==> config.mk <==
export PLATFORM = sky130hd
export DESIGN_NAME = ssr_top
export DESIGN_NICKNAME = d
export VERILOG_FILES = /design/src/ssr_pkg.sv /design/src/ssr_event_reg.sv /design/src/ssr_top.sv
export SDC_FILE = /design/constraint.sdc
export NUM_CORES = 1
export LEC_CHECK = 0
export BUFFER_PORTS_ARGS = -buffer_cell sky130_fd_sc_hd__buf_2
export CORE_AREA = 8 8 71 73
export DETAILED_ROUTE_END_ITERATION = 8
export DIE_AREA = 0 0 79 81
export GPL_ROUTABILITY_DRIVEN = 0
export PLACE_DENSITY = 0.77
export SYNTH_ARGS = -nofsm -noshare
export SYNTH_HDL_FRONTEND = slang
export SYNTH_HIERARCHICAL = 1
export SYNTH_SLANG_ARGS = --single-unit
==> constraint.sdc <==
create_clock -name clk -period 1.5 [get_ports clk]
set_clock_uncertainty 0.05 [all_clocks]
set_input_delay 0.075 -clock clk [delete_from_list [all_inputs] [get_ports clk]]
set_output_delay 0.075 -clock clk [all_outputs]
set_load 0.005 [all_outputs]
==> src/ssr_pkg.sv <==
// Shared constants and command codes for the status reporting block.
`default_nettype none
package ssr_pkg;

   // Width of every status and enable register.
   localparam int unsigned SSR_REG_W = 8;

   // Decoded common commands delivered by the command parser.
   typedef enum logic [3:0] {
      SSR_CMD_NONE,
      SSR_CMD_ESE_SET,
      SSR_CMD_ESE_QRY,
      SSR_CMD_ESR_QRY,
      SSR_CMD_SRE_SET,
      SSR_CMD_SRE_QRY,
      SSR_CMD_STB_QRY,
      SSR_CMD_TRG,
      SSR_CMD_OPT_QRY
   } ssr_cmd_t;

   // Standard event register bit positions.
   localparam int unsigned SSR_ESR_OPC_BIT = 0;
   localparam int unsigned SSR_ESR_DDE_BIT = 3;
   localparam int unsigned SSR_ESR_EXE_BIT = 4;
   localparam int unsigned SSR_ESR_CME_BIT = 5;
   localparam int unsigned SSR_ESR_PON_BIT = 7;
   // Bits that exist in the event register; the rest read as zero.
   localparam logic [7:0] SSR_ESR_IMPL = 8'hb9;

   // Status byte and service request enable bit positions.
   localparam int unsigned SSR_STB_QUE_BIT  = 2;
   localparam int unsigned SSR_STB_QUES_BIT = 3;
   localparam int unsigned SSR_STB_MAV_BIT  = 4;
   localparam int unsigned SSR_STB_ESB_BIT  = 5;
   localparam int unsigned SSR_STB_MSS_BIT  = 6;
   localparam int unsigned SSR_STB_OPER_BIT = 7;
   // Summary bits that may raise a service request (bit 6 excluded).
   localparam logic [7:0] SSR_SRQ_MASK = 8'hbc;

   // Values after reset.
   localparam logic [7:0] SSR_ESE_RST = 8'h00;
   localparam logic [7:0] SSR_SRE_RST = 8'h00;
   localparam logic [7:0] SSR_ESR_RST = 8'h00;
   localparam logic [7:0] SSR_STB_RST = 8'h00;

   // Cycles from a taken command to its answer or trigger pulse.
   localparam int unsigned SSR_RESP_LAT = 1;

endpackage
`default_nettype wire

==> src/ssr_event_reg.sv <==
// Sticky event register with per-bit set-over-clear behaviour.
`default_nettype none
module ssr_event_reg
   import ssr_pkg::*;
#(
   parameter int unsigned WIDTH = SSR_REG_W,
   parameter logic [7:0]  IMPL  = SSR_ESR_IMPL
) (
   input  wire logic             clk,
   input  wire logic             resetn,
   input  wire logic [WIDTH-1:0] set_bits,
   input  wire logic             clear,
   output var  logic [WIDTH-1:0] q
);

   // The implemented-bit mask is a byte, so the register must be one.
   if (WIDTH != 8) begin : g_width_check
      $error("ssr_event_reg supports only an 8-bit register");
   end

   // One sticky flop per implemented bit; absent bits are held at zero.
   for (genvar i = 0; i < WIDTH; i++) begin : g_bit
      if (IMPL[i]) begin : g_impl
         logic evt_ff;
         logic nxt_evt_ff;
         // A set in the clearing cycle must survive, so set is ORed last.
         assign nxt_evt_ff = set_bits[i] | (evt_ff & ~clear);
         assign q[i] = evt_ff;
         // Each bit keeps its own flop so that no two processes share q.
         always_ff @(posedge clk) begin
            if (!resetn) begin
               evt_ff <= SSR_ESR_RST[i];
            end else begin
               evt_ff <= nxt_evt_ff;
            end
         end

      end else begin : g_absent
         assign q[i] = 1'b0;
      end
   end
endmodule // ssr_event_reg
`default_nettype wire

==> src/ssr_top.sv <==
// Common-command status reporting, service request and trigger logic.
`default_nettype none
module ssr_top
   import ssr_pkg::*;
(
   input  wire logic       clk,
   input  wire logic       resetn,
   input  wire logic       cmd_valid,
   input  wire ssr_cmd_t   cmd_code,
   input  wire logic [7:0] cmd_param,
   input  wire logic       evt_opc,
   input  wire logic       evt_dde,
   input  wire logic       evt_exe,
   input  wire logic       evt_cme,
   input  wire logic       oper_summary,
   input  wire logic       ques_summary,
   input  wire logic       out_queue_busy,
   input  wire logic       err_queue_busy,
   input  wire logic       group_trigger,
   input  wire logic       mode_err_alarm,
   input  wire logic       meas_running,
   output var  logic       resp_valid_ff,
   output var  logic [7:0] resp_data_ff,
   output var  logic       resp_empty_ff,
   output var  logic       meas_start_ff,
   output var  logic       meas_restart_ff,
   output var  logic       srq_ff,
   output var  logic [7:0] status_byte_ff,
   output var  logic [7:0] ese_ff,
   output var  logic [7:0] sre_ff
);

   // Command decode.
   logic       do_ese_set;
   logic       do_ese_qry;
   logic       do_esr_qry;
   logic       do_sre_set;
   logic       do_sre_qry;
   logic       do_stb_qry;
   logic       do_trg;
   logic       do_opt_qry;
   logic       is_query;
   assign do_ese_set = cmd_valid && (cmd_code == SSR_CMD_ESE_SET);
   assign do_ese_qry = cmd_valid && (cmd_code == SSR_CMD_ESE_QRY);
   assign do_esr_qry = cmd_valid && (cmd_code == SSR_CMD_ESR_QRY);
   assign do_sre_set = cmd_valid && (cmd_code == SSR_CMD_SRE_SET);
   assign do_sre_qry = cmd_valid && (cmd_code == SSR_CMD_SRE_QRY);
   assign do_stb_qry = cmd_valid && (cmd_code == SSR_CMD_STB_QRY);
   assign do_trg     = cmd_valid && (cmd_code == SSR_CMD_TRG);
   assign do_opt_qry = cmd_valid && (cmd_code == SSR_CMD_OPT_QRY);
   assign is_query   = do_ese_qry | do_esr_qry | do_sre_qry
                     | do_stb_qry | do_opt_qry;

   // Power-on is latched once after reset release, as a cold start would.
   logic       pon_pending_ff;
   always_ff @(posedge clk) begin
      if (!resetn) begin
         pon_pending_ff <= 1'b1;
      end else begin
         pon_pending_ff <= 1'b0;
      end
   end

   // Event inputs gathered at their bit positions.
   logic [7:0] esr_set;
   logic [7:0] esr_q;
   assign esr_set[SSR_ESR_OPC_BIT] = evt_opc;
   assign esr_set[2:1]             = 2'b00;
   assign esr_set[SSR_ESR_DDE_BIT] = evt_dde;
   assign esr_set[SSR_ESR_EXE_BIT] = evt_exe;
   assign esr_set[SSR_ESR_CME_BIT] = evt_cme;
   assign esr_set[6]               = 1'b0;
   assign esr_set[SSR_ESR_PON_BIT] = pon_pending_ff;

   // Reading the event register clears it; new events still win.
   ssr_event_reg #(
      .WIDTH (SSR_REG_W),
      .IMPL  (SSR_ESR_IMPL)
   ) u_esr (
      .clk      (clk),
      .resetn   (resetn),
      .set_bits (esr_set),
      .clear    (do_esr_qry),
      .q        (esr_q)
   );

   // Status byte assembly; bits 1 and 0 are unused and read as zero.
   logic       esb;
   logic       mss;
   logic [7:0] stb_sum;
   logic [7:0] stb_now;
   assign esb = |esr_q;
   assign stb_sum[1:0]             = 2'b00;
   assign stb_sum[SSR_STB_QUE_BIT]  = err_queue_busy;
   assign stb_sum[SSR_STB_QUES_BIT] = ques_summary;
   assign stb_sum[SSR_STB_MAV_BIT]  = out_queue_busy;
   assign stb_sum[SSR_STB_ESB_BIT]  = esb;
   assign stb_sum[SSR_STB_MSS_BIT]  = 1'b0;
   assign stb_sum[SSR_STB_OPER_BIT] = oper_summary;
   // Bit 6 of the enable is masked so the summary cannot feed itself.
   assign mss = |(stb_sum & sre_ff & SSR_SRQ_MASK);
   assign stb_now = stb_sum | ({7'h00, mss} << SSR_STB_MSS_BIT);

   // Answer selection for the query just taken.
   logic [7:0] resp_sel;
   assign resp_sel = do_ese_qry ? ese_ff  :
                     do_esr_qry ? esr_q   :
                     do_sre_qry ? sre_ff  :
                     do_stb_qry ? stb_now :
                     8'h00;

   // Trigger qualification; a running measurement also gets a restart pulse.
   logic       trig_any;
   logic       trig_ok;
   assign trig_any = do_trg | group_trigger;
   assign trig_ok  = trig_any & mode_err_alarm;

   // Enable registers: the parameter is stored exactly as sent.
   always_ff @(posedge clk) begin
      if (!resetn) begin
         ese_ff <= SSR_ESE_RST;
         sre_ff <= SSR_SRE_RST;
      end else begin
         if (do_ese_set) begin
            ese_ff <= cmd_param;
         end
         if (do_sre_set) begin
            sre_ff <= cmd_param;
         end
      end
   end

   // Response port; queries never touch the enable registers.
   always_ff @(posedge clk) begin
      if (!resetn) begin
         resp_valid_ff <= 1'b0;
         resp_data_ff  <= 8'h00;
         resp_empty_ff <= 1'b0;
      end else begin
         resp_valid_ff <= is_query;
         resp_data_ff  <= resp_sel;
         resp_empty_ff <= do_opt_qry;
      end
   end

   // Trigger pulses and registered status outputs.
   always_ff @(posedge clk) begin
      if (!resetn) begin
         meas_start_ff   <= 1'b0;
         meas_restart_ff <= 1'b0;
         srq_ff          <= 1'b0;
         status_byte_ff  <= SSR_STB_RST;
      end else begin
         meas_start_ff   <= trig_ok;
         meas_restart_ff <= trig_ok & meas_running;
         srq_ff          <= mss;
         status_byte_ff  <= stb_now;
      end
   end
endmodule // ssr_top
`default_nettype wire
==> results of run 1 <==
[final timing paths]
| path | to | slack [ps] | cells past startpoint |
|---|---|---|---|
| setup / recovery | resp_data_ff[5] | 130 | 3 |
| hold / removal | resp_empty_ff | 50 | 3 |
| setup reg to reg | resp_data_ff[5] | 130 | 3 |
| hold reg to reg | u_esr/g_bit[7].g_impl.evt_ff | 400 | 1 |
[report_power, final]
group	internal, W	switching, W
clock	0.000324	0.000386
sequential	0.00109	0.0000158
combinational	0.000140	0.000145
[worst max-delay path: stages, from the launching register on]
cell and delay [ps]:
dfxtp_1 330, or4_4 570, o211ai_1 220, a221oi_2 90
[sequential cells by signal, indices dropped and copies added, names as in the netlist, 5 cells and up]
| name | count |
|---|---|
| resp_data_ff | 8 |
| u_esr/g_bit.g_impl.evt_ff | 5 |
| ese_ff | 8 |
| sre_ff | 8 |
| status_byte_ff | 6 |
[layer usage]
layer	part of all wire	GRT usage	vias up
met5	0	0	-
met4	0.029	0.0778	0
met3	0.11	0.0684	16
met2	0.46	0.257	92
met1	0.40	0.186	817
li1	-	-	856
[stage by stage]
step / power, W / hold WS, ps
detailed placement: 0.00137 / 238
finish: 0.00210 / 49.1
CTS: 0.00211 / 43.0
floorplan: 0.00130 / 143
global route: 0.00219 / 60.7
global placement: 0.00137 / 236
[cells by family after synthesis]
| logic type | Yosys count |
|---|---|
| AO/OA/AOI/OAI | 64 |
| buffers and inverters | 30 |
| flip-flops | 40 |
| multiplexers | 7 |
| other | 2 |
| AND/OR/NAND/NOR | 60 |
[area by class of cell]
type,instances,area (sq um),share of cell area
flip-flops and latches,40,801,0.332
clock buffers,5,68.8,0.0286
repair buffers,88,573,0.238
multi-input cells,136,878,0.364
inverters,2,7.51,0.00312
clock inverters,3,18.8,0.00779
well taps,50,62.6,0.0260
[cell usage in the layout (no fill, tap or decap), drive strengths merged, types with 2 or more instances in the layout]
cell type    count
or2b             2
o21a             5
dfxtp           40
buf             68
nor3b            2
dlygate4sd3     20
mux2             4
nand4b           2
or3b             2
a221oi           3
clkinv           3
clkbuf           5
inv              2
and2             4
nor2b            5
nor2             8
a22oi            2
a32oi            2
a31oi            7
mux2i            3
o21ai           21
nand3           22
nand3b           2
a21oi           19
or4              2
conb             5
[repair_timing]
action | CTS | global route
endpoints found under the hold margin | 25 | 0
hold buffers | 20 | 0
gates resized for setup | 0 | 0
==> summary.md, run 1 <==
| Metric | Value |
|---|---|
| Synth cell count leaders | `dfxtp_1 (40), nand3_1 (22), a21oi_1 (19)` |
| Finished Cell Area | `2410 sq um` |
| Hold crit path type | `primary input to register` |
| Final number of setup-violating endpoints | `0` |
| Critical path fanouts, max | `4` |
| Mean Syn Cell Area | `9.18 sq um` |
| Final Critical Period | `1370 ps` |
| Routed WL per cell | `16.1 um` |
| All-Layer GR Usage | `0.162` |
| DRC errors left | `0` |
| Drt pass-1 iters | `4` |
| Post-synthesis sequential area ratio | `0.430` |
| Top cells by area, synth | `dfxtp_1 (43%), buf_4 (6.4%), nand3_1 (5.9%)` |
| Max cap viols | `0` |
| Vias in the first global route | `1700` |
| Number of CTS-inserted buffers | `5` |
| Via count | `1781` |
| Max IR drop VDD | `0.542 mV` |
| Pwr Density | `873 nW/um^2` |
| CTS sink cnt | `40` |
| Aggregate global routing overflow | `0` |
| Max Buffers Root-to-Sink | `2` |
| Clock latency on the worst-skew pair | `300 ps` |
| Share of layout cells above drive strength 1 | `0.321` |
| Ys async rst share | `0` |
| Core area | `3910 sq um` |
| Post-synth top area share | `0.430` |
| Starting Density | `0.476` |
| Clock Pin Slew Worst Setup and Hold Paths | `80 ps` |
| I/O Pins | `63` |
| Synth Cell Area | `1860 sq um` |
| Xor/xnor share of the synthesized area | `0` |
| CP arrival | `1500 ps` |
| Routed Antenna Nets | `0` |
| Via/cell ratio | `5.50` |
| CP Capture Type | `register` |
| Largest family of logic cells by synthesized area | `compound AO/OA/AOI/OAI gates` |
| Most common cell in the synthesized netlist | `dfxtp_1` |
| Netlist cell types | `42` |
| Setup TNS | `0 ps` |
| #FFs+latches synth | `40` |
| # diodes | `0` |
| RR Startpoint | `u_esr/g_bit[0].g_impl.evt_ff` |
| Placement Cell Area | `2120 sq um` |
| Setup WS pre-CTS | `141 ps` |
| Fmax | `729 MHz` |
| Buffers on Ports | `60` |
| Chip width | `79 um` |
| P&R area growth vs syn | `29.3%` |
| Post-Synth Simple-Gate Area | `0.201` |
| Synth Instances | `203` |
| RSZ-0062 raised after global routing | `false` |
| Crit path required time | `1620 ps` |
| Status | `complete, no violations` |
| Initial drt markers | `200` |
| DP Cell Count | `296` |
| H-tree depth | `2` |
| Crit path from | `u_esr/g_bit[0].g_impl.evt_ff` |
| Total wire length | `5.23 mm` |
| Post-layout util | `0.616` |
| Crit Path Category | `register to register` |
| CTS tree | `yes` |
| CTS root buffer | `clkbuf_8` |
| Synth Area in Adders | `0` |
| Die H | `81 um` |
| Fin worst setup slack | `128 ps` |
| Final HPWL DP | `3.77 mm` |
| DIE AREA | `6400 sq um` |
| Synth Area in Compound Gates | `0.219` |
| # fillers | `356` |
| Initial antenna violation count | `0` |
| Static Leakage | `1.04 nW` |
| Nature of the critical path startpoint | `register` |
| Largest net degree at the start of global routing | `21` |
| Hold Vio Cnt, Final | `0` |
| Final Max Slew Viols | `0` |
| Post-CTS setup buffer count | `0` |
| Nets@finish | `299` |
| Num rows | `23` |
| First-pass GRT wire length | `8.25 mm` |
| Ys flop type | `dfxtp_1` |
| Layout Cells excl Fill | `324` |
| Min-delay src | `cmd_valid` |
| Mux cell area share after synthesis | `0.0403` |
| Warnings from Yosys | `6` |
| Period Utilization, post-route | `0.915` |
| Number of synthesized flops with an enable pin | `0` |
| Cell taking the most area after synthesis | `dfxtp_1` |
No activity file was read; power rests on OpenSTA's default activity.
==> run 2, diff against run 1 <==
--- a/config.mk
+++ b/config.mk
@@ -10,7 +10,7 @@
 export DETAILED_ROUTE_END_ITERATION = 8
 export DIE_AREA = 0 0 79 81
 export GPL_ROUTABILITY_DRIVEN = 0
-export PLACE_DENSITY = 0.77
+export PLACE_DENSITY = 0.76
 export SYNTH_ARGS = -nofsm -noshare
 export SYNTH_HDL_FRONTEND = slang
 export SYNTH_HIERARCHICAL = 1
==> run 2 against run 1 <==
  * Register-to-register slack barely moved
  * Critical path type unchanged
  * Clock power shrank 5.6%
  * Highest routed layer unchanged
  * Largest power group unchanged
  * Critical path depth unchanged
  * Die area unchanged
==> summary.md, run 2 (synthesized netlist as in run 1, its figures left out) <==
| Metric | Value |
|---|---|
| Status | `complete, no violations` |
| Critical path fanouts, max | `4 (unchanged)` |
| Switching pwr | `0.000512 W (-6.4%)` |
| Top flop regs | `ese_ff: 8 flops, resp_data_ff: 8 flops, sre_ff: 8 flops` |
| Static Leakage | `1.02 nW (-2.7%)` |
| Die H | `81 um (unchanged)` |
| DRC errors left | `0 (unchanged)` |
| Worst slew pin tran | `538 ps` |
| Total wire length | `5.12 mm (-2.0%)` |
| Chip width | `79 um (unchanged)` |
| Num rows | `23 (unchanged)` |
| Crit Path Category | `register to register` |
| Core area | `3910 sq um (unchanged)` |
| Hold Vio Cnt, Final | `0 (unchanged)` |
| Initial antenna violation count | `0 (unchanged)` |
| # diodes | `0 (unchanged)` |
| Final Critical Period | `1370 ps (-0.848 ps)` |
| Most frequent cells in the layout | `buf_2 (60), dfxtp_1 (40), nand3_1 (22)` |
| Starting Density | `0.476 (unchanged)` |
| Clock power frac | `0.326 (-0.012)` |
| DP Cell Count | `294 (-0.68%)` |
| P&R area growth vs syn | `26.8%` |
| Period Utilization, post-route | `0.914 (about the same)` |
| Routed Antenna Nets | `0 (unchanged)` |
| Nature of the critical path startpoint | `register` |
| Pwr Density | `869 nW/um^2 (-0.41%)` |
| Setup TNS | `0 ps (unchanged)` |
| Drt pass-1 iters | `4 (unchanged)` |
| Switching portion of total power | `0.249 (-0.0109)` |
| Max-slew headroom | `0.639` |
| CTS tree | `yes` |
| Share of layout cells above drive strength 1 | `0.312 (-0.00890)` |
| Max cap viols | `0 (unchanged)` |
| Final number of setup-violating endpoints | `0 (unchanged)` |
| Reg area | `801 sq um (unchanged)` |
| CP arrival | `1490 ps (about the same)` |
| Max Buffers Root-to-Sink | `2 (unchanged)` |
| CP Capture Point | `resp_data_ff[5]` |
| Post-layout util | `0.604 (-0.0115)` |
| RSZ-0062 raised after global routing | `false` |
| Reg2Reg Setup Slack | `130 ps (about the same)` |
| CTS sink cnt | `40 (unchanged)` |
| Via count | `1753 (-1.6%)` |
| Via/cell ratio | `5.50 (about the same)` |
| Fmax | `729 MHz (about the same)` |
| Buffers on Ports | `60 (unchanged)` |
| Final HPWL DP | `3.71 mm (-1.5%)` |
| Post-CTS setup buffer count | `0 (unchanged)` |
| Crit path from | `u_esr/g_bit[5].g_impl.evt_ff` |
| Hold-fix buffers, CTS | `18 (-10%)` |
| CTS root buffer | `clkbuf_8` |
| Final Max Slew Viols | `0 (unchanged)` |
| Aggregate global routing overflow | `0 (unchanged)` |
| I/O Pins | `63 (unchanged)` |
| Max IR drop VDD | `0.512 mV (-5.6%)` |
| First-pass GRT wire length | `8.34 mm (+1.1%)` |
| Vias in the first global route | `1699 (-0.059%)` |
| Hold crit path type | `primary input to register` |
| RR Startpoint | `u_esr/g_bit[5].g_impl.evt_ff` |
| Number of CTS-inserted buffers | `5 (unchanged)` |
| Nets@finish | `295 (-1.3%)` |
| Gate power share | `0.135 (about the same)` |
| Layout Cells excl Fill | `319 (-1.5%)` |
| Worst R2R End | `resp_data_ff[5]` |
| CTS resizes | `0 (unchanged)` |
| DIE AREA | `6400 sq um (unchanged)` |
| Initial drt markers | `236 (+18%)` |
| Most common cell after layout, fill and taps aside | `buf_2` |
| Clock Pin Slew Worst Setup and Hold Paths | `70 ps (about the same)` |
| Flop pwr share | `0.539 (+0.012)` |
| Largest net degree at the start of global routing | `25 (+19%)` |
| H-tree depth | `2 (unchanged)` |
| CP Capture Type | `register` |
| # fillers | `383 (+7.6%)` |
| Int Power | `0.00154 W (-0.84%)` |
| Routed WL per cell | `16.1 um (-0.43%)` |
| All-Layer GR Usage | `0.163 (+0.000774)` |
| Crit path required time | `1620 ps (about the same)` |
| Multi-input combinational cell area | `878 sq um (unchanged)` |
| Reg2reg path depth | `3 (unchanged)` |
| Clock latency on the worst-skew pair | `290 ps (about the same)` |
-- run 2: cell types whose count changed in the layout (fill, tap and decap cells not counted), sizes merged --
cell and delta:
dlygate4sd3 -2, buf -2, clkinv -2, clkbuf +1
-- run 2: power groups by stage --
stage               Sequential [W]  Combinational (W)  Clock (W)
floorplan                  0.00113           0.000170          0
global placement           0.00113           0.000236          0
detailed placement         0.00113           0.000237          0
CTS                        0.00111           0.000274   0.000684
global route               0.00111           0.000302   0.000722
finish                     0.00111           0.000277   0.000670
-- run 2: how the worst min path moves through the flow --
| stage | from | endpoint | slack (ps) | depth (start not counted) |
|---|---|---|---|---|
| floorplan | resetn | u_esr/g_bit[0].g_impl.evt_ff | 140 | 1 |
| global placement | evt_dde | u_esr/g_bit[3].g_impl.evt_ff | 230 | 2 |
| detailed placement | evt_cme | u_esr/g_bit[5].g_impl.evt_ff | 240 | 2 |
| CTS | meas_running | meas_restart_ff | 0.2 | 2 |
| global route | meas_running | meas_restart_ff | 2 | 2 |
| finish | meas_running | meas_restart_ff | 3 | 2 |
-- run 2: worst max-delay path: stages (launching register included) --
cell      delay, ps
dfxtp_1         330
or4_4           550
o211ai_1        230
a221oi_2         90
-- run 2: metal layers --
| metal | track usage | part of all wire | vias to the layer above |
|---|---|---|---|
| li1 | - | - | 849 |
| met1 | 0.201 | 0.41 | 793 |
| met2 | 0.250 | 0.46 | 102 |
| met3 | 0.0519 | 0.11 | 9 |
| met4 | 0.0852 | 0.020 | 0 |
| met5 | 0 | 0 | - |
-- run 2: layout make-up --
type                       instances  share of cell area
clock buffer                       6              0.0307
clock inverter                     1             0.00212
inverter                           2             0.00317
multi-input combinational        136               0.371
sequential                        40               0.339
tap                               50              0.0265
timing repair buffer              84               0.228
-- run 2: metrics by stage --
stage | area [sq um] | hold slack [ps] | worst slack, ps | total power [W]
6_report | 2360 | 3.04 | 129 | 0.00206
5_1_grt | 2360 | 2.05 | 53.6 | 0.00214
4_1_cts | 2360 | 0.177 | 151 | 0.00207
3_5_place_dp | 2110 | 240 | 160 | 0.00137
3_3_place_gp | 2110 | 235 | 182 | 0.00137
2_1_floorplan | 1880 | 143 | 97.6 | 0.00130
